<file path="src/verilog/sbcp_defines.svh">
// offsets, field positions, reset values and limits of the config words
`ifndef SBCP_DEFINES_SVH
`define SBCP_DEFINES_SVH

`define SBCP_ADDR_PULSE_REF   16'h0200
`define SBCP_ADDR_MODE_DIR    16'h0202
`define SBCP_ADDR_LIMIT_EN    16'h0204

`define SBCP_RST_PULSE_REF    16'h0002
`define SBCP_RST_MODE_DIR     16'h0000
`define SBCP_RST_LIMIT_EN     16'h0000

`define SBCP_MAX_PULSE_REF    16'h1132
`define SBCP_MAX_MODE_DIR     16'h110a
`define SBCP_MAX_LIMIT_EN     16'h0011

`define SBCP_MODE_FIELD_LSB   0
`define SBCP_DIR_FIELD_LSB    8
`define SBCP_REMAP_FIELD_LSB  12
`define SBCP_VLIM_FIELD_LSB   0
`define SBCP_TLIM_FIELD_LSB   4

`define SBCP_IN_VLIM          0
`define SBCP_IN_TLIM          1
`define SBCP_IN_VSEL0         2
`define SBCP_IN_VSEL1         3
`define SBCP_IN_TSEL0         4
`define SBCP_IN_TSEL1         5
`define SBCP_IN_COUNT         6

`endif

</file>
<file path="src/verilog/sbcp_pkg.sv">
// types shared by the servo basic config block
`default_nettype none
package sbcp_pkg;
    typedef logic [15:0] sbcp_word_type;
    typedef enum logic [2:0] {
        SBCP_RESP_OK       = 3'b001,
        SBCP_RESP_REFUSED  = 3'b010,
        SBCP_RESP_UNMAPPED = 3'b100
    } sbcp_resp_type;
endpackage
`default_nettype wire

</file>
<file path="src/verilog/sbcp_value_select.sv">
// picks one of three stored values, or the external value, by a 2-bit code
`default_nettype none
module sbcp_value_select #(
    parameter int WIDTH = 16
) (
    input  wire logic [1:0]       code_in,
    input  wire logic [WIDTH-1:0] ext_value_in,
    input  wire logic [WIDTH-1:0] value1_in,
    input  wire logic [WIDTH-1:0] value2_in,
    input  wire logic [WIDTH-1:0] value3_in,
    output logic      [WIDTH-1:0] selected_out
);
    // code 0 leaves the reference to the external (analog) source
    always_comb begin
        unique case (code_in)
            2'h1:    selected_out = value1_in;
            2'h2:    selected_out = value2_in;
            2'h3:    selected_out = value3_in;
            default: selected_out = ext_value_in;
        endcase
    end
endmodule
`default_nettype wire

</file>
<file path="src/verilog/sbcp_config_regs.sv">
// basic configuration words of the servo drive with limit selection
`default_nettype none
`include "sbcp_defines.svh"
module sbcp_config_regs (
    input  wire logic        mclk_in,
    input  wire logic        reset_in,
    input  wire logic [15:0] reg_addr_in,
    input  wire logic        reg_wr_in,
    input  wire logic        reg_rd_in,
    input  wire logic [15:0] reg_wdata_in,
    output logic      [15:0] reg_rdata_out,
    output logic      [2:0]  reg_resp_out,
    output logic             reg_done_out,
    input  wire logic        power_stage_enabled_in,
    input  wire logic        power_on_event_in,
    input  wire logic        velocity_limit_input_in,
    input  wire logic        torque_limit_input_in,
    input  wire logic        velocity_select_bit0_in,
    input  wire logic        velocity_select_bit1_in,
    input  wire logic        torque_select_bit0_in,
    input  wire logic        torque_select_bit1_in,
    input  wire logic [31:0] velocity_value1_in,
    input  wire logic [31:0] velocity_value2_in,
    input  wire logic [31:0] velocity_value3_in,
    input  wire logic [31:0] velocity_analog_in,
    input  wire logic [15:0] torque_value1_in,
    input  wire logic [15:0] torque_value2_in,
    input  wire logic [15:0] torque_value3_in,
    input  wire logic [15:0] torque_analog_in,
    input  wire logic [15:0] torque_actual_in,
    output logic      [15:0] pulse_reference_out,
    output logic      [3:0]  operating_mode_out,
    output logic      [3:0]  direction_out,
    output logic             io_preset_load_out,
    output logic             velocity_limit_active_out,
    output logic             torque_limit_active_out,
    output logic      [31:0] velocity_reference_out,
    output logic      [15:0] torque_reference_out,
    output logic             torque_limit_reached_out
);
    sbcp_pkg::sbcp_word_type pulse_reference_config_r;
    sbcp_pkg::sbcp_word_type mode_direction_config_r;
    sbcp_pkg::sbcp_word_type limit_enable_config_r;
    sbcp_pkg::sbcp_word_type mode_active_r;
    logic [`SBCP_IN_COUNT-1:0] in_meta_r;
    logic [`SBCP_IN_COUNT-1:0] in_sync_r;
    logic [31:0]               vel_sel;
    logic [15:0]               trq_sel;
    logic                      wr_pulse_ok;
    logic                      wr_mode_ok;
    logic                      wr_limit_ok;
    logic                      addr_hit;

    // every nibble must stay at or below the matching nibble of the maximum
    function automatic logic digits_ok(input logic [15:0] value,
                                       input logic [15:0] max);
        logic ok;
        ok = 1'b1;
        for (int i = 0; i < 4; i++) begin
            if (value[i*4 +: 4] > max[i*4 +: 4]) begin
                ok = 1'b0;
            end
        end
        return ok;
    endfunction

    function automatic logic [15:0] magnitude16(input logic [15:0] value);
        return value[15] ? 16'(-value) : value;
    endfunction

    assign addr_hit = (reg_addr_in == `SBCP_ADDR_PULSE_REF)
                   || (reg_addr_in == `SBCP_ADDR_MODE_DIR)
                   || (reg_addr_in == `SBCP_ADDR_LIMIT_EN);

    // the power stage flag comes from on-chip logic on this clock
    assign wr_pulse_ok = reg_wr_in
        && (reg_addr_in == `SBCP_ADDR_PULSE_REF)
        && !power_stage_enabled_in
        && digits_ok(reg_wdata_in, `SBCP_MAX_PULSE_REF);
    assign wr_mode_ok = reg_wr_in
        && (reg_addr_in == `SBCP_ADDR_MODE_DIR)
        && digits_ok(reg_wdata_in, `SBCP_MAX_MODE_DIR);
    assign wr_limit_ok = reg_wr_in
        && (reg_addr_in == `SBCP_ADDR_LIMIT_EN)
        && digits_ok(reg_wdata_in, `SBCP_MAX_LIMIT_EN);

    // input functions arrive from pins
    always_ff @(posedge mclk_in) begin
        if (reset_in) begin
            in_meta_r <= '0;
            in_sync_r <= '0;
        end else begin
            in_meta_r <= {torque_select_bit1_in, torque_select_bit0_in,
                          velocity_select_bit1_in, velocity_select_bit0_in,
                          torque_limit_input_in, velocity_limit_input_in};
            in_sync_r <= in_meta_r;
        end
    end

    always_ff @(posedge mclk_in) begin
        if (reset_in) begin
            pulse_reference_config_r <= `SBCP_RST_PULSE_REF;
        end else if (wr_pulse_ok) begin
            pulse_reference_config_r <= reg_wdata_in;
        end
    end

    always_ff @(posedge mclk_in) begin
        if (reset_in) begin
            mode_direction_config_r <= `SBCP_RST_MODE_DIR;
        end else if (wr_mode_ok) begin
            mode_direction_config_r <= reg_wdata_in;
        end
    end

    always_ff @(posedge mclk_in) begin
        if (reset_in) begin
            limit_enable_config_r <= `SBCP_RST_LIMIT_EN;
        end else if (wr_limit_ok) begin
            limit_enable_config_r <= reg_wdata_in;
        end
    end

    // stored mode only takes over at the power-on event, never on a write
    always_ff @(posedge mclk_in) begin
        if (reset_in) begin
            mode_active_r <= `SBCP_RST_MODE_DIR;
        end else if (power_on_event_in) begin
            mode_active_r <= mode_direction_config_r;
        end
    end

    // preset reload only when the mode actually changes and remap is set
    always_ff @(posedge mclk_in) begin
        if (reset_in) begin
            io_preset_load_out <= 1'b0;
        end else begin
            io_preset_load_out <= power_on_event_in
                && mode_direction_config_r[`SBCP_REMAP_FIELD_LSB]
                && (mode_direction_config_r[`SBCP_MODE_FIELD_LSB +: 4]
                    != mode_active_r[`SBCP_MODE_FIELD_LSB +: 4]);
        end
    end

    always_ff @(posedge mclk_in) begin
        if (reset_in) begin
            operating_mode_out  <= 4'h0;
            direction_out       <= 4'h0;
            pulse_reference_out <= `SBCP_RST_PULSE_REF;
        end else begin
            operating_mode_out  <= mode_active_r[`SBCP_MODE_FIELD_LSB +: 4];
            direction_out       <= mode_active_r[`SBCP_DIR_FIELD_LSB +: 4];
            pulse_reference_out <= pulse_reference_config_r;
        end
    end

    always_ff @(posedge mclk_in) begin
        if (reset_in) begin
            velocity_limit_active_out <= 1'b0;
            torque_limit_active_out   <= 1'b0;
        end else begin
            velocity_limit_active_out <=
                limit_enable_config_r[`SBCP_VLIM_FIELD_LSB]
                || in_sync_r[`SBCP_IN_VLIM];
            torque_limit_active_out <=
                limit_enable_config_r[`SBCP_TLIM_FIELD_LSB]
                || in_sync_r[`SBCP_IN_TLIM];
        end
    end

    sbcp_value_select #(
        .WIDTH (32)
    ) u_vel_select (
        .code_in      ({in_sync_r[`SBCP_IN_VSEL1],
                        in_sync_r[`SBCP_IN_VSEL0]}),
        .ext_value_in (velocity_analog_in),
        .value1_in    (velocity_value1_in),
        .value2_in    (velocity_value2_in),
        .value3_in    (velocity_value3_in),
        .selected_out (vel_sel)
    );

    sbcp_value_select #(
        .WIDTH (16)
    ) u_trq_select (
        .code_in      ({in_sync_r[`SBCP_IN_TSEL1],
                        in_sync_r[`SBCP_IN_TSEL0]}),
        .ext_value_in (torque_analog_in),
        .value1_in    (torque_value1_in),
        .value2_in    (torque_value2_in),
        .value3_in    (torque_value3_in),
        .selected_out (trq_sel)
    );

    always_ff @(posedge mclk_in) begin
        if (reset_in) begin
            velocity_reference_out <= 32'h0000_0000;
            torque_reference_out   <= 16'h0000;
        end else begin
            velocity_reference_out <= vel_sel;
            torque_reference_out   <= trq_sel;
        end
    end

    // compared on magnitude so negative limits work in either direction
    always_ff @(posedge mclk_in) begin
        if (reset_in) begin
            torque_limit_reached_out <= 1'b0;
        end else begin
            torque_limit_reached_out <=
                magnitude16(torque_actual_in) >= magnitude16(trq_sel);
        end
    end

    // one answer per request; writes win over reads in the same cycle
    always_ff @(posedge mclk_in) begin
        if (reset_in) begin
            reg_done_out <= 1'b0;
            reg_resp_out <= sbcp_pkg::SBCP_RESP_OK;
        end else begin
            reg_done_out <= reg_wr_in || reg_rd_in;
            if (!addr_hit) begin
                reg_resp_out <= sbcp_pkg::SBCP_RESP_UNMAPPED;
            end else if (reg_wr_in && !(wr_pulse_ok || wr_mode_ok
                                        || wr_limit_ok)) begin
                reg_resp_out <= sbcp_pkg::SBCP_RESP_REFUSED;
            end else begin
                reg_resp_out <= sbcp_pkg::SBCP_RESP_OK;
            end
        end
    end

    always_ff @(posedge mclk_in) begin
        if (reset_in) begin
            reg_rdata_out <= 16'h0000;
        end else if (reg_rd_in && !reg_wr_in) begin
            unique case (reg_addr_in)
                `SBCP_ADDR_PULSE_REF:
                    reg_rdata_out <= pulse_reference_config_r;
                `SBCP_ADDR_MODE_DIR:  reg_rdata_out <= mode_direction_config_r;
                `SBCP_ADDR_LIMIT_EN:  reg_rdata_out <= limit_enable_config_r;
                default:              reg_rdata_out <= 16'h0000;
            endcase
        end
    end
endmodule
`default_nettype wire

</file>
<file path="config.mk">
export PLATFORM = sky130hd
export DESIGN_NAME = sbcp_config_regs
export DESIGN_NICKNAME = d
export VERILOG_FILES = /design/src/verilog/sbcp_pkg.sv /design/src/verilog/sbcp_value_select.sv /design/src/verilog/sbcp_config_regs.sv
export VERILOG_INCLUDE_DIRS = /design/src /design/src/verilog
export SDC_FILE = /design/constraint.sdc
export NUM_CORES = 1
export LEC_CHECK = 0
export BUFFER_PORTS_ARGS = -buffer_cell sky130_fd_sc_hd__buf_2
export CORE_MARGIN = 5
export CORE_UTILIZATION = 24
export CTS_CLUSTER_SIZE = 12
export DETAILED_ROUTE_END_ITERATION = 10
export GPL_TIMING_DRIVEN = 0
export SLEW_MARGIN = 10
export SYNTH_ARGS = -nofsm -noshare
export SYNTH_HDL_FRONTEND = slang
export SYNTH_SLANG_ARGS = --single-unit
</file>
<file path="constraint.sdc">
create_clock -name mclk_in -period 3.2 [get_ports mclk_in]
set_clock_uncertainty 0.2 [all_clocks]
set_input_delay 0.64 -clock mclk_in [delete_from_list [all_inputs] [get_ports mclk_in]]
set_output_delay 0.64 -clock mclk_in [all_outputs]
set_load 0.01 [all_outputs]
</file>
* Yosys cells after proc, flatten, opt, wreduce, memory -nomap -nowiden
Cells that the tools add are included.
Widths: inputs -> output; s select.
** Storage, ports and cells
- Bits in registers :: 168
- Input bits :: 252
- Output and inout bits :: 96
- Word-level logic and storage cells :: 84
** Cells by class
- Add/subtract/negate cells :: 2
- Order comparisons :: 11
- Equality and inequality tests :: 10
- Multiplexer cells :: 19
- Bitwise logic cells :: 1
- Reductions and logical operators :: 22
** Operators with widths (number)
- $pmux 16 s3 :: 2
- $pmux 32 s3 :: 1
- $eq 16x10->1 const B :: 3
- $mux 16 :: 2
- $neg 16->16 :: 2
- $gt 4x1->1 const B :: 7
- $ge 16x16->1 :: 1
- $mux 1 :: 12
- $logic_and 1x1->1 :: 11
- $eq 2x2->1 const B :: 4
- $gt 4x2->1 const B :: 2
- $logic_or 1x1->1 :: 7
- $eq 2x1->1 const B :: 2
- $gt 4x4->1 const B :: 1
- $ne 4x4->1 :: 1
- $logic_not 1->1 :: 3
- $mux 3 :: 1
- $mux 2 :: 1
- $reduce_or 2->1 :: 1
- $not 1->1 :: 1

* Depth between registers and ports, before layout
- Word-level depth :: 12
- Depth in mapped cells :: 16
- Mapped depth without buffers :: 14

* By module
A second synthesis with hierarchy kept.
** Unflattened totals
- Cells, all modules :: 683
- Area, all modules :: 7478.4 µm²
** By module, submodules not included
- sbcp_config_regs :: times used 1, cells an instance 624, area each 6239.7 µm², sequential area each 3283.1 µm²
- sbcp_value_select at u_vel_select :: times used 1, cells an instance 39, area each 814.5 µm², sequential area each 0.0 µm²
- sbcp_value_select at u_trq_select :: times used 1, cells an instance 20, area each 424.2 µm², sequential area each 0.0 µm²

* Worst setup path after synthesis
Ideal clock, no wire load.
- Path type :: reg-to-reg
- From :: register in_sync_r[5]
- To :: register torque_limit_reached_out
- Library setup time :: 115 ps
- Arrival :: 3198 ps
- Data required time :: 2885 ps
- Slack :: -312 ps
- Stages on the path, launching flop included :: 16
- Buffers on the path :: 1
- Period minus slack after synthesis :: 3512 ps
- Path through :: dfxtp_1 clkbuf_1 mux4_2 inv_1 ha_1 inv_1 or4_4 nor2b_2 a21oi_1 xnor2_1 ha_1 a21o_1 a21o_1 a21oi_1 nand2_1 o21a_1
** Between the ends
- Word-level cells in the longest chain between the ends :: 5
- Elaborated cells between the ends (all ways) :: 7
- Those cells by class :: add/sub: 1; order compare: 1; eq/ne: 3; mux: 2
** Ends and longest elaborated chain
- start, declared :: RTL line sbcp_config_regs.sv:46 : logic [`SBCP_IN_COUNT-1:0] in_sync_r;
- start signal, assigned :: RTL line sbcp_config_regs.sv:96 : in_sync_r <= in_meta_r;
- $eq 2x2->1 or $eq 2x1->1 (tied branches) :: RTL line sbcp_value_select.sv:15 : unique case (code_in)
- $pmux 16 s3 (*) :: RTL line sbcp_value_select.sv:15
- net trq_sel[0] :: RTL line sbcp_config_regs.sv:48 : logic [15:0] trq_sel;
- $neg 16->16 :: RTL line sbcp_config_regs.sv:68 : return value[15] ? 16'(-value) : value;
- $mux 16 (*) :: RTL line sbcp_config_regs.sv:68
- $ge 16x16->1 (*) :: RTL line sbcp_config_regs.sv:211 : magnitude16(torque_actual_in) >= magnitude16(trq_sel);
- end signal, assigned :: RTL line sbcp_config_regs.sv:210 : torque_limit_reached_out <=
- end, declared :: RTL line sbcp_config_regs.sv:39 : output logic torque_limit_reached_out
Mark *: on every way through the listed nets, which the timed path passes. The rest lies on a longest branch.
A chain may end at the register's enable or synchronous reset.

* Final worst setup path
- From :: register in_sync_r[4]
- To :: register torque_limit_reached_out
** Between the ends
- Word-level cells in the longest chain between the ends :: 5
- Elaborated cells between the ends (all ways) :: 7
- Those cells by class :: add/sub: 1; order compare: 1; eq/ne: 3; mux: 2
** Ends and longest elaborated chain (RTL line)
- $eq 2x2->1 or $eq 2x1->1 (tied branches) :: sbcp_value_select.sv:15
- $pmux 16 s3 (*) :: sbcp_value_select.sv:15
- $neg 16->16 :: sbcp_config_regs.sv:68
- $mux 16 (*) :: sbcp_config_regs.sv:68
- $ge 16x16->1 (*) :: sbcp_config_regs.sv:211
Every way passes the cells marked *; elsewhere a longest branch is shown, timed or not.

==> flow_metrics.py <==
metrics = {
    "cts": {
        "cts_buffer_depth": 2,
        "cts_tree": "yes",
        "cts-root-buf": "clkbuf_16",
        "cts_buffers": 17,
        "hold_buffers": 0,
        "clk_latency_ns": 0.43,
        "cts_max_level": 4,
        "clock_sinks": 164,
        "clk_pin_slew_ns": 0.08,
    },
    "sta": {
        "maxSlewHeadroom_pct": 36.11,
        "tightest_slew_ns": 0.9496,
        "post-route-period-util_pct": 106.5,
        "rsz0062_at_grt": "yes",
        "slew_violations": 0,
        "fmaxAchievable_ghz": 0.2933,
        "setup_viol": 1,
        "setup_tns_ns": -0.2094,
        "layout_min_cycle_time_ns": 3.409,
        "hold_slack_ns": 0.2200,
        "setup_slack_ns": -0.2094,
        "hold_violations": 0,
    },
    "place": {
        "port-buffer-count": 344,
        "dp.cells": 1401,
        "place_congestion": 0.9076,
        "place_hpwl_mm": 19.28,
    },
    "global_route": {
        "antenna_found_initial": 1,
        "grt_max_degree": 21,
        "grt_usage_pct": 13.77,
        "grt_pass1_wl_mm": 35.97,
        "grt_pass1_vias": 6595,
        "overflow": 0,
    },
    "yosys": {
        "yosys_warnings": 0,
        "synth_edf_count": 0,
        "syn_inst": 667,
        "synth_top_cell_area_share_pct": 45.57,
        "synth_nets": 937,
        "synth.distinct_cells": 45,
        "seq_area_frac_synth_pct": 45.57,
        "synth.area.top_cells": "dfxtp_1 46%, mux4_2 15%, nor2b_1 7.4%, mux2i_1 5.4%, ha_1 3.1%",
        "syn_area_per_cell_um2": 10.80,
        "ys_seq_elements": 164,
        "async_reset_ff_share_pct": 0,
        "synth_area_um2": 7204,
        "synth_flop_cell": "dfxtp_1",
        "yosysTopAreaCell": "dfxtp_1",
    },
    "worst_hold_path": {
        "min_path_type": "in2reg",
        "min_path_cells": 2,
        "hp-start": "velocity_select_bit1_in",
    },
    "floorplan": {
        "die_h_um": 183.3,
        "die_area_um2": 33580,
        "num_rows": 63,
        "start_util_pct": 24.31,
        "coreArea_um2": 29640,
        "io_pins": 348,
        "die_x_um": 183.3,
    },
    "detailed_routing": {
        "routed.top_layer": "met4",
        "wl_per_cell_um": 16.64,
        "wl_met3_mm": 1.742,
        "first_pass_iters": 5,
        "via_per_inst": 4.429,
        "via_count": 6435,
        "post-route-drc-count": 0,
        "wl_met2_mm": 11.74,
        "postRouteAntennaNets": 0,
        "m1WireLength_mm": 10.21,
        "drtIter0Drc": 233,
        "finalWirelength_mm": 24.18,
    },
    "cells_and_area": {
        "fin_cells": 1453,
        "syn2layout_area_growth_pct": 42.62,
        "final_cell_mix": "345 x buf_2, 163 x dfxtp_1, 85 x nor2b_1",
        "nets": 1319,
        "layout_commonest_cell": "buf_2",
        "fin_util_pct": 34.67,
        "fillCellCount": 3081,
        "drive_gt1_share_pct": 44.07,
    },
    "critical_path": {
        "critPathRequiredTime_ns": 3.33,
        "endpoint_kind": "flip-flop",
        "r2r_cells": 13,
        "r2r_start": "in_sync_r[4]",
        "reg2reg_slack_ns": -0.21,
        "cp_max_fo": 7,
        "critPathArrivalTime_ns": 3.54,
        "worst-setup-path-type": "reg2reg",
        "cp-start-kind": "flip-flop",
        "startpoint": "in_sync_r[4]",
    },
    "power_and_ir_drop": {
        "p_leak_nw": 4.597,
        "power_density_nw_per_um2": 485.4,
        "peakVddDrop_mv": 0.3488,
        "fin_total_pwr_w": 0.004988,
    },
    "job": {
        "cap_violations": 0,
    },
    "run_status": {
        "violations": "setup timing",
        "outcome": "finished, violations left",
    },
}
[synth_stat cells, types with 4 or more instances]
cell / count
nor2_1: 58
nor3_1: 4
o31ai_1: 5
ha_1: 18
dfxtp_1: 164
a21o_1: 4
nor2b_1: 85
nand3_1: 4
a21oi_1: 28
or3_1: 4
nand2_1: 31
and2_1: 34
inv_1: 7
xnor2_1: 17
clkbuf_1: 30
buf_1: 5
mux2i_1: 39
nor4_1: 8
xor2_1: 13
mux4_2: 47
o21ai_1: 24
nand2b_1: 5
[kinds of logic after synthesis]
group / after synthesis / share of synthesized area [%]
AO/OA/AOI/OAI: 75 / 6.166
XOR/XNOR: 30 / 3.647
adder cells (fa/ha/maj): 18 / 3.126
buffers and inverters: 44 / 2.414
flip-flops: 164 / 45.57
multiplexers: 87 / 20.27
AND/OR/NAND/NOR: 249 / 18.81
[area by class of cell]
| cell class | count | area (um^2) | share of cell area, % |
|---|---|---|---|
| antenna | 1 | 2.502 | 0.02435 |
| buffer | 37 | 172.7 | 1.680 |
| clock buffer | 17 | 425.4 | 4.140 |
| clock inverter | 15 | 198.9 | 1.936 |
| inverter | 7 | 26.28 | 0.2557 |
| multi-input combinational | 459 | 3809 | 37.07 |
| sequential | 164 | 3284 | 31.97 |
| tap | 390 | 488.0 | 4.749 |
| timing repair buffer | 363 | 1868 | 18.18 |
[per-layer routing]
layer / GRT usage (%) / vias up
li1: - / 3102
met1: 17.00 / 3024
met2: 23.65 / 272
met3: 3.868 / 37
met4: 3.725 / 0
met5: 0 / -
[through the flow]
step	setup slack [ns]	instance area (um^2)
2_1_floorplan	-0.1907	7238
3_3_place_gp	-0.5432	9448
3_5_place_dp	-0.5787	9448
4_1_cts	-0.2236	10260
5_1_grt	-0.3747	10270
6_report	-0.2094	10270
[timing repair]
item                       CTS  global route
cloned                       0             0
gates resized for setup     17             1
setup endpoints to repair    1             1
hold endpoints to repair     0             0
pin swaps                    6             2
buffers inserted            18             1
[power breakdown]
group / leakage [nW] / switching [W] / internal (W)
clock: 0.300 / 0.00105 / 0.00108
sequential: 1.34 / 0.0000130 / 0.00210
combinational: 2.96 / 0.000363 / 0.000390
total: 4.60 / 0.00143 / 0.00356
[state kept, by name, indices dropped and copies added, names as in the netlist]
register and flops:
reg_rdata_out 16, in_sync_r 6, io_preset_load_out 1, reg_done_out 1, torque_limit_active_out 1, operating_mode_out 4, limit_enable_config_r 16, torque_limit_reached_out 1
reg_resp_out 3, pulse_reference_out 16, torque_reference_out 16, direction_out 4, pulse_reference_config_r 16, velocity_limit_active_out 1, mode_active_r 8, mode_direction_config_r 16
in_meta_r 6, velocity_reference_out 32
[final timing paths]
check	endpoint
worst max register to register	torque_limit_reached_out
worst min register to register	torque_limit_active_out
worst min-delay path	in_meta_r[3]
worst max-delay path	torque_limit_reached_out
[worst max-delay path, stage by stage, from the launching register on]
cell and delay (ns):
dfxtp_2 0.33, buf_8 0.13, buf_6 0.10, mux4_2 0.51, or2_4 0.29, or4_4 0.47, nor2b_4 0.17, nor2_1 0.07
xnor2_1 0.23, ha_1 0.27, a21o_1 0.20, a21oi_2 0.12, nand2_1 0.06, o21a_1 0.17
Power figures use the tool's default switching activity.
